### src/hw/tbr_pkg.sv
// Purpose : Shared constants and types for the 10Base-T and self-test register bank
// Assumes : Index = byte address / 4, 32-bit AHB-Lite
// Notes   : Offsets, fields, resets, timing counts

package tbr_pkg;

    // ------------------------------------------------------------------
    // Register indices (byte address is four times the index)
    // ------------------------------------------------------------------
    localparam logic [7:0] IDX_PHY_STATUS    = 8'h10; // Status mirror
    localparam logic [7:0] IDX_SELFTEST_CTRL = 8'h16; // Self-test control bits
    localparam logic [7:0] IDX_TENBASE       = 8'h1a; // tenbase_t_status_control
    localparam logic [7:0] IDX_ERRGAP        = 8'h1b; // selftest_errcount_gap
    localparam logic [7:0] IDX_PKTLEN        = 8'h1c; // selftest_packet_length
    localparam logic [7:0] IDX_IRQ_STATUS    = 8'h20; // Sticky events, write one to clear
    localparam logic [7:0] IDX_IRQ_MASK      = 8'h21; // Event enables, same layout

    // ------------------------------------------------------------------
    // Field positions
    // ------------------------------------------------------------------
    localparam int TB_RXTH_BIT   = 13;  // Lower receive threshold enable
    localparam int TB_SQ_LSB     = 9;   // Squelch field 12:9
    localparam int TB_NLP_BIT    = 7;   // Link pulse transmit off
    localparam int TB_POL_BIT    = 4;   // Inverted polarity flag
    localparam int TB_JAB_BIT    = 0;   // Jabber off
    localparam int PS_POL_BIT    = 12;  // Polarity copy in status mirror
    localparam int EG_CLR_BIT    = 15;  // Write one: snapshot, clear
    localparam int EG_CNT_LSB    = 8;   // Error count 15:8
    localparam int CT_RUN_BIT    = 0;   // Generator run
    localparam int CT_CHK_BIT    = 1;   // Checker enable
    localparam int CT_MODE_BIT   = 2;   // checker_count_mode
    localparam int IRQ_POL       = 0;   // Polarity inversion caught
    localparam int IRQ_SAT       = 1;   // Error counter saturated at its top
    localparam int IRQ_PKT       = 2;   // One generated packet finished
    localparam int IRQ_W         = 3;

    // ------------------------------------------------------------------
    // Reset values and limits
    // ------------------------------------------------------------------
    localparam logic [7:0]  GAP_RESET   = 8'h7d;   // 125 bytes
    localparam logic [10:0] LEN_RESET   = 11'h5dc; // 1500 bytes
    localparam logic [3:0]  SQ_RESET    = 4'h0;    // 200 mV
    localparam logic [3:0]  SQ_MAX      = 4'h8;    // 600 mV in 50 mV steps
    localparam logic [7:0]  ERR_MAX     = 8'hff;

    // ------------------------------------------------------------------
    // Timing: one byte at 100 Mb/s is 80 ns
    // ------------------------------------------------------------------
    localparam int CLK_PERIOD_NS = 10;
    localparam int BYTE_TIME_NS  = 80;
    localparam int BYTE_CYCLES   = (BYTE_TIME_NS + CLK_PERIOD_NS - 1) / CLK_PERIOD_NS;

    // ------------------------------------------------------------------
    // Types
    // ------------------------------------------------------------------
    typedef struct packed {
        logic       lower_rx_threshold_en; // Reduced receive threshold
        logic [3:0] squelch_level;         // 0 = 200 mV, +50 mV a step
        logic       link_pulse_tx_off;     // Stop normal link pulses
        logic       jabber_off;            // Jabber function off
    } tbr_tenbase_t;

    typedef struct packed {
        logic       valid; // Write data phase pending
        logic [7:0] idx;   // Register index of that write
    } tbr_req_t;

    typedef enum logic [1:0] {GEN_IDLE, GEN_FRAME, GEN_GAP} tbr_gen_state_t;

endpackage

### src/hw/tbr_gen.sv
// Purpose : Self-test packet generator timing, one byte per byte enable
// Assumes : byte_en is a one-cycle pulse from the byte-rate divider
// Notes   : Length latched at packet start; zero gap acts as a one-byte gap

module tbr_gen
    import tbr_pkg::*;
(
    input  wire logic        hclk,
    input  wire logic        hresetn,
    input  wire logic        byte_en,
    input  wire logic        run,
    input  wire logic [10:0] frame_bytes,
    input  wire logic [7:0]  gap_bytes,
    output logic             gen_byte,
    output logic             gen_sop,
    output logic             gen_done
);

    tbr_gen_state_t state;      // Current phase
    tbr_gen_state_t next_state;
    logic [10:0]    left;       // Bytes left in frame or gap
    logic [10:0]    next_left;
    logic           next_byte;
    logic           next_sop;
    logic           next_done;

    // ------------------------------------------------------------------
    // Next-state logic
    // ------------------------------------------------------------------
    always_comb begin
        next_state = state;
        next_left  = left;
        next_byte  = 1'b0;
        next_sop   = 1'b0;
        next_done  = 1'b0;
        if (!run) begin
            // Stopping mid-frame truncates the packet
            next_state = GEN_IDLE;
        end else if (byte_en) begin
            case (state)
                GEN_IDLE, GEN_GAP: begin
                    if (state == GEN_GAP && left > 11'd1) begin
                        next_left = left - 11'd1;
                    end else if (frame_bytes != 11'd0) begin
                        // Start a frame with the length in force now
                        next_state = GEN_FRAME;
                        next_left  = frame_bytes - 11'd1;
                        next_byte  = 1'b1;
                        next_sop   = 1'b1;
                    end else begin
                        next_state = GEN_IDLE;
                    end
                end
                GEN_FRAME: begin
                    if (left != 11'd0) begin
                        next_left = left - 11'd1;
                        next_byte = 1'b1;
                    end else begin
                        next_done = 1'b1;
                        // The gap byte count replaces the frame count
                        next_left  = {3'b000, gap_bytes};
                        next_state = (gap_bytes == 8'h00) ? GEN_IDLE : GEN_GAP;
                    end
                end
                default: begin
                    next_state = GEN_IDLE;
                end
            endcase
        end
    end

    // ------------------------------------------------------------------
    // Registers
    // ------------------------------------------------------------------
    always_ff @(posedge hclk or negedge hresetn) begin
        if (!hresetn) begin
            state    <= GEN_IDLE;
            left     <= 11'h000;
            gen_byte <= 1'b0;
            gen_sop  <= 1'b0;
            gen_done <= 1'b0;
        end else begin
            state    <= next_state;
            left     <= next_left;
            gen_byte <= next_byte;
            gen_sop  <= next_sop;
            gen_done <= next_done;
        end
    end

endmodule

### src/hw/tbr_regs.sv
// Purpose : 10Base-T control/status and packet self-test registers on AHB-Lite
// Assumes : Single word transfers; prbs_err_byte on hclk
// Notes   : Reads take one wait state so side effects and data line up

// Function
// - Bit 13 selects reduced 10Base-T receive threshold
// - Bits 12:9 set squelch, 50 mV steps
// - Bit 7 stops normal link pulses
// - Bit 4 reads one on inverted polarity
// - Polarity mirrored; tenbase read clears both copies
// - Bit 0 disables jabber, 10Base-T only
// - Reserved bits ignore writes, read zero
// - Bits 15:8 count checker error bytes
// - Control bit 0/1 write freezes shown count
// - Count mode zero saturates counter at top
// - Writing bit 15 snapshots then clears counter
// - Bits 7:0 set inter-packet gap bytes
// - Bits 10:0 set generated packet length
module tbr_regs
    import tbr_pkg::*;
(
    input  wire logic          hclk,
    input  wire logic          hresetn,
    input  wire logic          hsel,
    input  wire logic [31:0]   haddr,
    input  wire logic [1:0]    htrans,
    input  wire logic          hwrite,
    input  wire logic [2:0]    hsize,
    input  wire logic [31:0]   hwdata,
    input  wire logic          hready,
    output logic [31:0]        hrdata,
    output logic               hreadyout,
    output logic               hresp,
    input  wire logic          rx_pol_inverted,
    input  wire logic          prbs_err_byte,
    output tbr_tenbase_t       tenbase_cfg,
    output logic               gen_byte,
    output logic               gen_sop,
    output logic               gen_done,
    output logic               irq
);

    // ------------------------------------------------------------------
    // State
    // ------------------------------------------------------------------
    tbr_req_t     wreq;          // Write waiting for its data phase
    tbr_req_t     next_wreq;
    logic         rd_pend;       // Read in its wait cycle
    logic         next_rd_pend;
    logic [7:0]   rd_idx;        // Index of that read
    logic [7:0]   next_rd_idx;
    logic [31:0]  next_hrdata;
    logic         next_hreadyout;
    tbr_tenbase_t next_tenbase;
    logic [7:0]   gap;           // selftest_gap_bytes
    logic [7:0]   next_gap;
    logic [10:0]  len;           // selftest_frame_bytes
    logic [10:0]  next_len;
    logic [2:0]   ctrl;          // run, checker enable, count mode
    logic [2:0]   next_ctrl;
    logic [7:0]   err_cnt;       // Running error counter
    logic [7:0]   next_err_cnt;
    logic [7:0]   err_shown;     // selftest_error_bytes as read
    logic [7:0]   next_err_shown;
    logic         pol_flag;      // Sticky inverted-polarity flag
    logic         next_pol_flag;
    logic [IRQ_W-1:0] irq_stat;  // Sticky events
    logic [IRQ_W-1:0] next_irq_stat;
    logic [IRQ_W-1:0] irq_mask;  // Event enables
    logic [IRQ_W-1:0] next_irq_mask;
    logic         next_irq;
    logic         pol_s1;        // Synchroniser first stage
    logic         pol_s2;        // Synchroniser second stage
    logic [3:0]   byte_div;      // Byte-rate divider
    logic [3:0]   next_byte_div;
    logic         byte_en;       // One pulse per byte time
    logic         next_byte_en;

    localparam logic [3:0] BYTE_LAST = 4'(BYTE_CYCLES - 1);

    // ------------------------------------------------------------------
    // Helpers
    // ------------------------------------------------------------------
    // Address phase of a transfer aimed at this slave
    function automatic logic take_phase(input logic sel, input logic [1:0] trans, input logic rdy);
        take_phase = sel && trans[1] && rdy;
    endfunction

    // Squelch code limited to the 600 mV top of the range
    function automatic logic [3:0] sq_clamp(input logic [3:0] v);
        sq_clamp = (v > SQ_MAX) ? SQ_MAX : v;
    endfunction

    // Read view of each register; unused bits stay zero
    function automatic logic [31:0] read_view(input logic [7:0] idx);
        logic [31:0] v;
        v = 32'h0000_0000;
        case (idx)
            IDX_TENBASE: begin
                v[TB_RXTH_BIT]            = tenbase_cfg.lower_rx_threshold_en;
                v[TB_SQ_LSB +: 4]         = tenbase_cfg.squelch_level;
                v[TB_NLP_BIT]             = tenbase_cfg.link_pulse_tx_off;
                v[TB_POL_BIT]             = pol_flag;
                v[TB_JAB_BIT]             = tenbase_cfg.jabber_off;
            end
            IDX_PHY_STATUS:    v[PS_POL_BIT] = pol_flag;
            IDX_ERRGAP:        v[15:0] = {err_shown, gap};
            IDX_PKTLEN:        v[10:0] = len;
            IDX_SELFTEST_CTRL: v[2:0]  = ctrl;
            IDX_IRQ_STATUS:    v[IRQ_W-1:0] = irq_stat;
            IDX_IRQ_MASK:      v[IRQ_W-1:0] = irq_mask;
            default:           v = 32'h0000_0000;
        endcase
        read_view = v;
    endfunction

    // ------------------------------------------------------------------
    // Polarity synchroniser, input from the receive front end
    // ------------------------------------------------------------------
    always_ff @(posedge hclk or negedge hresetn) begin
        if (!hresetn) begin
            pol_s1 <= 1'b0;
            pol_s2 <= 1'b0;
        end else begin
            pol_s1 <= rx_pol_inverted;
            pol_s2 <= pol_s1;
        end
    end

    // ------------------------------------------------------------------
    // Next-state logic for bus, registers, counter and events
    // ------------------------------------------------------------------
    always_comb begin
        logic       cnt_inc;
        logic       pol_clr;
        logic [IRQ_W-1:0] ev;
        logic [IRQ_W-1:0] w1c;
        cnt_inc        = 1'b0;
        pol_clr        = 1'b0;
        ev             = '0;
        w1c            = '0;
        next_wreq      = wreq;
        next_rd_pend   = 1'b0;
        next_rd_idx    = rd_idx;
        next_hrdata    = hrdata;
        next_hreadyout = 1'b1;
        next_tenbase   = tenbase_cfg;
        next_gap       = gap;
        next_len       = len;
        next_ctrl      = ctrl;
        next_err_cnt   = err_cnt;
        next_err_shown = err_shown;
        next_irq_mask  = irq_mask;

        // Byte-rate enable for the generator
        next_byte_en  = (byte_div == BYTE_LAST);
        next_byte_div = next_byte_en ? 4'h0 : byte_div + 4'h1;

        // Address phase; reads hold hready low for one cycle
        if (hready) begin
            next_wreq.valid = take_phase(hsel, htrans, hready) && hwrite;
            next_wreq.idx   = haddr[9:2];
        end
        if (take_phase(hsel, htrans, hready) && !hwrite) begin
            next_rd_pend   = 1'b1;
            next_rd_idx    = haddr[9:2];
            next_hreadyout = 1'b0;
        end

        // Read wait cycle: register the data and apply read side effects
        if (rd_pend) begin
            next_hrdata = read_view(rd_idx);
            if (rd_idx == IDX_TENBASE) begin
                pol_clr = 1'b1;
            end
        end

        // Running error counter
        if (ctrl[CT_CHK_BIT] && prbs_err_byte) begin
            if (!ctrl[CT_MODE_BIT] && err_cnt == ERR_MAX) begin
                cnt_inc = 1'b0;
            end else begin
                cnt_inc = 1'b1;
            end
        end
        if (cnt_inc) begin
            next_err_cnt = err_cnt + 8'h01;
            ev[IRQ_SAT]  = !ctrl[CT_MODE_BIT] && (err_cnt == ERR_MAX - 8'h01);
        end

        // Write data phase; data bits outside each field are dropped
        if (wreq.valid) begin
            case (wreq.idx)
                IDX_TENBASE: begin
                    next_tenbase.lower_rx_threshold_en = hwdata[TB_RXTH_BIT];
                    next_tenbase.squelch_level = sq_clamp(hwdata[TB_SQ_LSB +: 4]);
                    next_tenbase.link_pulse_tx_off = hwdata[TB_NLP_BIT];
                    next_tenbase.jabber_off = hwdata[TB_JAB_BIT];
                end
                IDX_ERRGAP: begin
                    next_gap = hwdata[7:0];
                    if (hwdata[EG_CLR_BIT]) begin
                        // Snapshot, then restart; same-cycle error kept
                        next_err_shown = err_cnt;
                        next_err_cnt   = cnt_inc ? 8'h01 : 8'h00;
                    end
                end
                IDX_PKTLEN:        next_len = hwdata[10:0];
                IDX_SELFTEST_CTRL: begin
                    next_ctrl      = hwdata[2:0];
                    next_err_shown = err_cnt;
                end
                IDX_IRQ_STATUS:    w1c = hwdata[IRQ_W-1:0];
                IDX_IRQ_MASK:      next_irq_mask = hwdata[IRQ_W-1:0];
                default: begin
                    // Unmapped or read-only: ignored, still OKAY
                    next_gap = gap;
                end
            endcase
        end

        // Polarity flag: a new detection wins over the read clear
        next_pol_flag = (pol_flag && !pol_clr) || pol_s2;
        ev[IRQ_POL]   = pol_s2 && (!pol_flag || pol_clr);
        ev[IRQ_PKT]   = gen_done;

        // Sticky events: set wins over the write-one clear
        next_irq_stat = (irq_stat & ~w1c) | ev;
        next_irq      = |(next_irq_stat & next_irq_mask);
    end

    // ------------------------------------------------------------------
    // Registers
    // ------------------------------------------------------------------
    always_ff @(posedge hclk or negedge hresetn) begin
        if (!hresetn) begin
            wreq        <= '0;
            rd_pend     <= 1'b0;
            rd_idx      <= 8'h00;
            hrdata      <= 32'h0000_0000;
            hreadyout   <= 1'b1;
            hresp       <= 1'b0;
            tenbase_cfg <= '{lower_rx_threshold_en: 1'b0, squelch_level: SQ_RESET,
                             link_pulse_tx_off: 1'b0, jabber_off: 1'b0};
            gap         <= GAP_RESET;
            len         <= LEN_RESET;
            ctrl        <= 3'h0;
            err_cnt     <= 8'h00;
            err_shown   <= 8'h00;
            pol_flag    <= 1'b0;
            irq_stat    <= '0;
            irq_mask    <= '0;
            irq         <= 1'b0;
            byte_div    <= 4'h0;
            byte_en     <= 1'b0;
        end else begin
            wreq        <= next_wreq;
            rd_pend     <= next_rd_pend;
            rd_idx      <= next_rd_idx;
            hrdata      <= next_hrdata;
            hreadyout   <= next_hreadyout;
            hresp       <= 1'b0;
            tenbase_cfg <= next_tenbase;
            gap         <= next_gap;
            len         <= next_len;
            ctrl        <= next_ctrl;
            err_cnt     <= next_err_cnt;
            err_shown   <= next_err_shown;
            pol_flag    <= next_pol_flag;
            irq_stat    <= next_irq_stat;
            irq_mask    <= next_irq_mask;
            irq         <= next_irq;
            byte_div    <= next_byte_div;
            byte_en     <= next_byte_en;
        end
    end

    // ------------------------------------------------------------------
    // Packet generator, runs while the run bit is set
    // ------------------------------------------------------------------
    tbr_gen u_gen (
        .hclk        (hclk),
        .hresetn     (hresetn),
        .byte_en     (byte_en),
        .run         (ctrl[CT_RUN_BIT]),
        .frame_bytes (len),
        .gap_bytes   (gap),
        .gen_byte    (gen_byte),
        .gen_sop     (gen_sop),
        .gen_done    (gen_done)
    );

endmodule

### config.mk
export PLATFORM = sky130hd
export DESIGN_NAME = tbr_regs
export DESIGN_NICKNAME = d
export VERILOG_FILES = /design/src/hw/tbr_pkg.sv /design/src/hw/tbr_gen.sv /design/src/hw/tbr_regs.sv
export SDC_FILE = /design/constraint.sdc
export NUM_CORES = 1
export LEC_CHECK = 0
export ABC_AREA = 1
export BUFFER_PORTS_ARGS = -buffer_cell sky130_fd_sc_hd__buf_2
export CAP_MARGIN = 10
export CORE_AREA = 2 2 102 179
export DETAILED_ROUTE_END_ITERATION = 8
export DIE_AREA = 0 0 104 181
export GPL_ROUTABILITY_DRIVEN = 0
export GPL_TIMING_DRIVEN = 0
export PLACE_DENSITY_LB_ADDON = 0.05
export RECOVER_POWER = 50
export SYNTH_ARGS = -nofsm -noshare
export SYNTH_HDL_FRONTEND = slang
export SYNTH_HIERARCHICAL = 1
export SYNTH_SLANG_ARGS = --single-unit
### constraint.sdc
create_clock -name hclk -period 2.5 [get_ports hclk]
set_input_delay 0.5 -clock hclk [delete_from_list [all_inputs] [get_ports hclk]]
set_output_delay 0.5 -clock hclk [all_outputs]
set_load 0.02 [all_outputs]
==> flow_metrics.tcl <==
set metrics [dict create \
    fillerInstances 1897 \
    place_area_um2 6670 \
    coreArea_um2 17300 \
    p_per_area_nw_per_um2 762 \
    gr-total-overflow 0 \
    worstPathArrival_ns 2.42 \
    synthCells 785 \
    finalCritPeriodShare 0.868 \
    outcome "complete, no violations" \
    port_buffers 57 \
    max_freq_mhz 461 \
    vias 5233 \
    grt_use_total 0.191 \
    slew_headroom 0.374 \
    cts.clk_slew.worst_paths_ns 0.07 \
    cts_made_buffers 9 \
    grt_pass1_wl_mm 28.0 \
    drv_slew 0 \
    finalInstanceArea_um2 6950 \
    drive_gt1_frac 0.176 \
    dp_hpwl_mm 13.7 \
    ant_nets 0 \
    cts_buffer_depth 2 \
    critPathMaxFanout 10 \
    ys_seq_elements 111 \
    worstSetupEndpointType "register" \
    synth.top_cell.area_share 0.404 \
    multi_input_area_um2 2710 \
    fin_ws_ns 0.329 \
    worstPathRequired_ns 2.75 \
    ys_seq_area_frac 0.466 \
    ff_latch_area_um2 2800 \
    die_y_um 181 \
    num_rows 64 \
    synth.area.top_cells "dfrtp_1 40%, nand2_1 15%, nand3_1 6.2%" \
    clock_latency_ns 0.36 \
    syn_to_final_growth_pct 15.8 \
    drv_cap 0 \
    worstMarginPinSlew_ns 0.939 \
    critPathKind "reg -> reg" \
    cts_sinks 111 \
    ios 121 \
    ctsResizeCount 0 \
    skew_ns 0.00687 \
    period_needed_ns 2.17 \
    setup_viol 0 \
    rsz0062_at_grt "false" \
    firstDrtPassIters 4 \
    htree_num_levels 3 \
    synth_edf_count 0 \
    die_w_um 104 \
    synth_common_cells "242 x nand2_1, 97 x dfrtp_1, 82 x inv_1, 74 x nand3_1, 59 x nor2_1" \
    hold_viol 0 \
    async_reset_ff_frac 1.00 \
    drc 0 \
    p_leak_nw 3.57 \
    syn_area_per_cell_um2 7.65 \
    ir_drop_mv 0.385 \
    postCtsSetupBuffers 0 \
    min_path_type "in -> reg" \
    wl_per_cell_um 15.7 \
    synth.largest_area_cell "dfrtp_1" \
    initial_core_util 0.347 \
    tritoncts "done" \
    dp_slack_ns 0.290 \
    syn_area_um2 6000 \
    grt_pass1_vias 5409 \
    die-area_um2 18800 \
    drt_iter0_drc 248 \
    grt_max_degree 100 \
    root_buffer "clkbuf_16" \
    regToRegSetupSlack_ns 0.33 \
    nNetsFinal 953 \
    start_kind "register" \
    yosysMostFrequentCell "nand2_1" \
    synth-main-ff-cell "dfrtp_1" \
    n_antenna_cell 0 \
    wirelength_mm 17.4 \
    vias_per_cell 4.73 \
    yosys_warnings 6 \
    antenna_found_initial 0 \
    yosys.cell_types.count 35 \
]
-- metrics by stage --
step	utilization	hold WS, ns	std cells	setup TNS, ns	total power [mW]
2_1_floorplan	-	0.204	801	0	3.45
6_report	0.402	0.252	1107	0	5.29
5_1_grt	0.402	0.236	1107	0	5.65
4_1_cts	0.402	0.239	1107	0	5.35
3_3_place_gp	0.384	0.335	1089	-45.18	3.89
3_5_place_dp	0.386	0.337	1090	0	3.93
-- registers in the layout, summed over array words and instances, names as in the netlist, 2 cells and up --
name	flops
len	11
ctrl	3
byte_div	4
gap	8
hrdata	16
irq_stat	3
err_shown	8
err_cnt	8
rd_idx	8
tenbase_cfg	7
u_gen/state	2
wreq	9
irq_mask	3
u_gen/left	11
-- path summary, 6_finish.rpt --
| kind | endpoint | from | depth (start not counted) |
|---|---|---|---|
| max in group asynchronous | len[3]$_DFFE_PN1P_ | hresetn | 3 |
| max | u_gen/left[0]$_DFFE_PN0P_ | len[0]$_DFFE_PN0P_ | 12 |
| min | pol_s1$_DFF_PN0_ | rx_pol_inverted | 1 |
| max reg2reg | u_gen/left[0]$_DFFE_PN0P_ | len[0]$_DFFE_PN0P_ | 12 |
| min reg2reg | pol_s2$_DFF_PN0_ | pol_s1$_DFF_PN0_ | 0 |
| min in group asynchronous | u_gen/gen_sop$_DFF_PN0_ | hresetn | 2 |
-- cell type report --
cell class	instances	share of cell area
buffer	36	0.0339
clock buffer	14	0.0380
clock inverter	2	0.00234
inverter	85	0.0459
multi-input combinational	569	0.390
sequential	111	0.402
tap	231	0.0416
timing repair buffer	59	0.0463
-- cell usage in the layout, fill, tap and decap left out, types with 2 or more instances in the layout --
cell type	instances
nor2_2	14
xor2_1	11
nor4_1	3
o22ai_1	2
conb_1	17
dfrtp_1	97
nand3_2	4
o211ai_1	4
xnor2_1	8
a21oi_1	22
nand2_1	242
nand3b_1	2
o21ai_1	5
nor2_1	60
nand3_1	74
inv_1	82
clkbuf_16	9
clkbuf_8	2
inv_2	3
nand4_1	15
or2_2	2
buf_6	3
dfstp_2	14
clkbuf_1	11
buf_2	64
nor3_1	5
ha_1	6
buf_4	18
o21ai_0	54
nand2_2	12
-- per-layer routing --
| metal | share of wire | vias up | global-route usage |
|---|---|---|---|
| met5 | 0 | - | 0 |
| met4 | 0.028 | 0 | 0.0751 |
| met3 | 0.019 | 20 | 0.0238 |
| met2 | 0.58 | 70 | 0.387 |
| met1 | 0.37 | 2499 | 0.191 |
| li1 | - | 2644 | - |
-- repair_timing --
| action | 4_1_cts | 5_1_grt |
|---|---|---|
| hold buffers | 1 | 0 |
| endpoints found under the setup margin | 0 | 0 |
| hold endpoints to repair | 12 | 0 |
-- worst max-delay path: stages, from the launching register on --
cell     delay, ns
dfrtp_1       0.43
inv_1         0.20
ha_1          0.25
nand2_1       0.07
nor2_1        0.24
nand3_1       0.18
a21oi_1       0.19
nand2_2       0.10
nand2_2       0.09
buf_6         0.16
nor2_2        0.05
nand2_1       0.06
nand2_1       0.04
-- logic make-up after synthesis --
| family | synth area share |
|---|---|
| AOI/OAI and AO/OA | 0.0761 |
| other | 0.000625 |
| xor gates and xnor gates | 0.0277 |
| DFF | 0.466 |
| buffers and inverters | 0.0928 |
| and+or+nand+nor | 0.325 |
| adders and majority gates | 0.0125 |
-- report_power, final --
| group | total (mW) | switching [mW] | internal, mW |
|---|---|---|---|
| combinational | 1.54 | 0.993 | 0.546 |
| sequential | 2.36 | 0.304 | 2.06 |
| clock | 1.39 | 0.657 | 0.735 |
| total | 5.29 | 1.95 | 3.34 |
No activity file was read; power rests on OpenSTA's default activity.
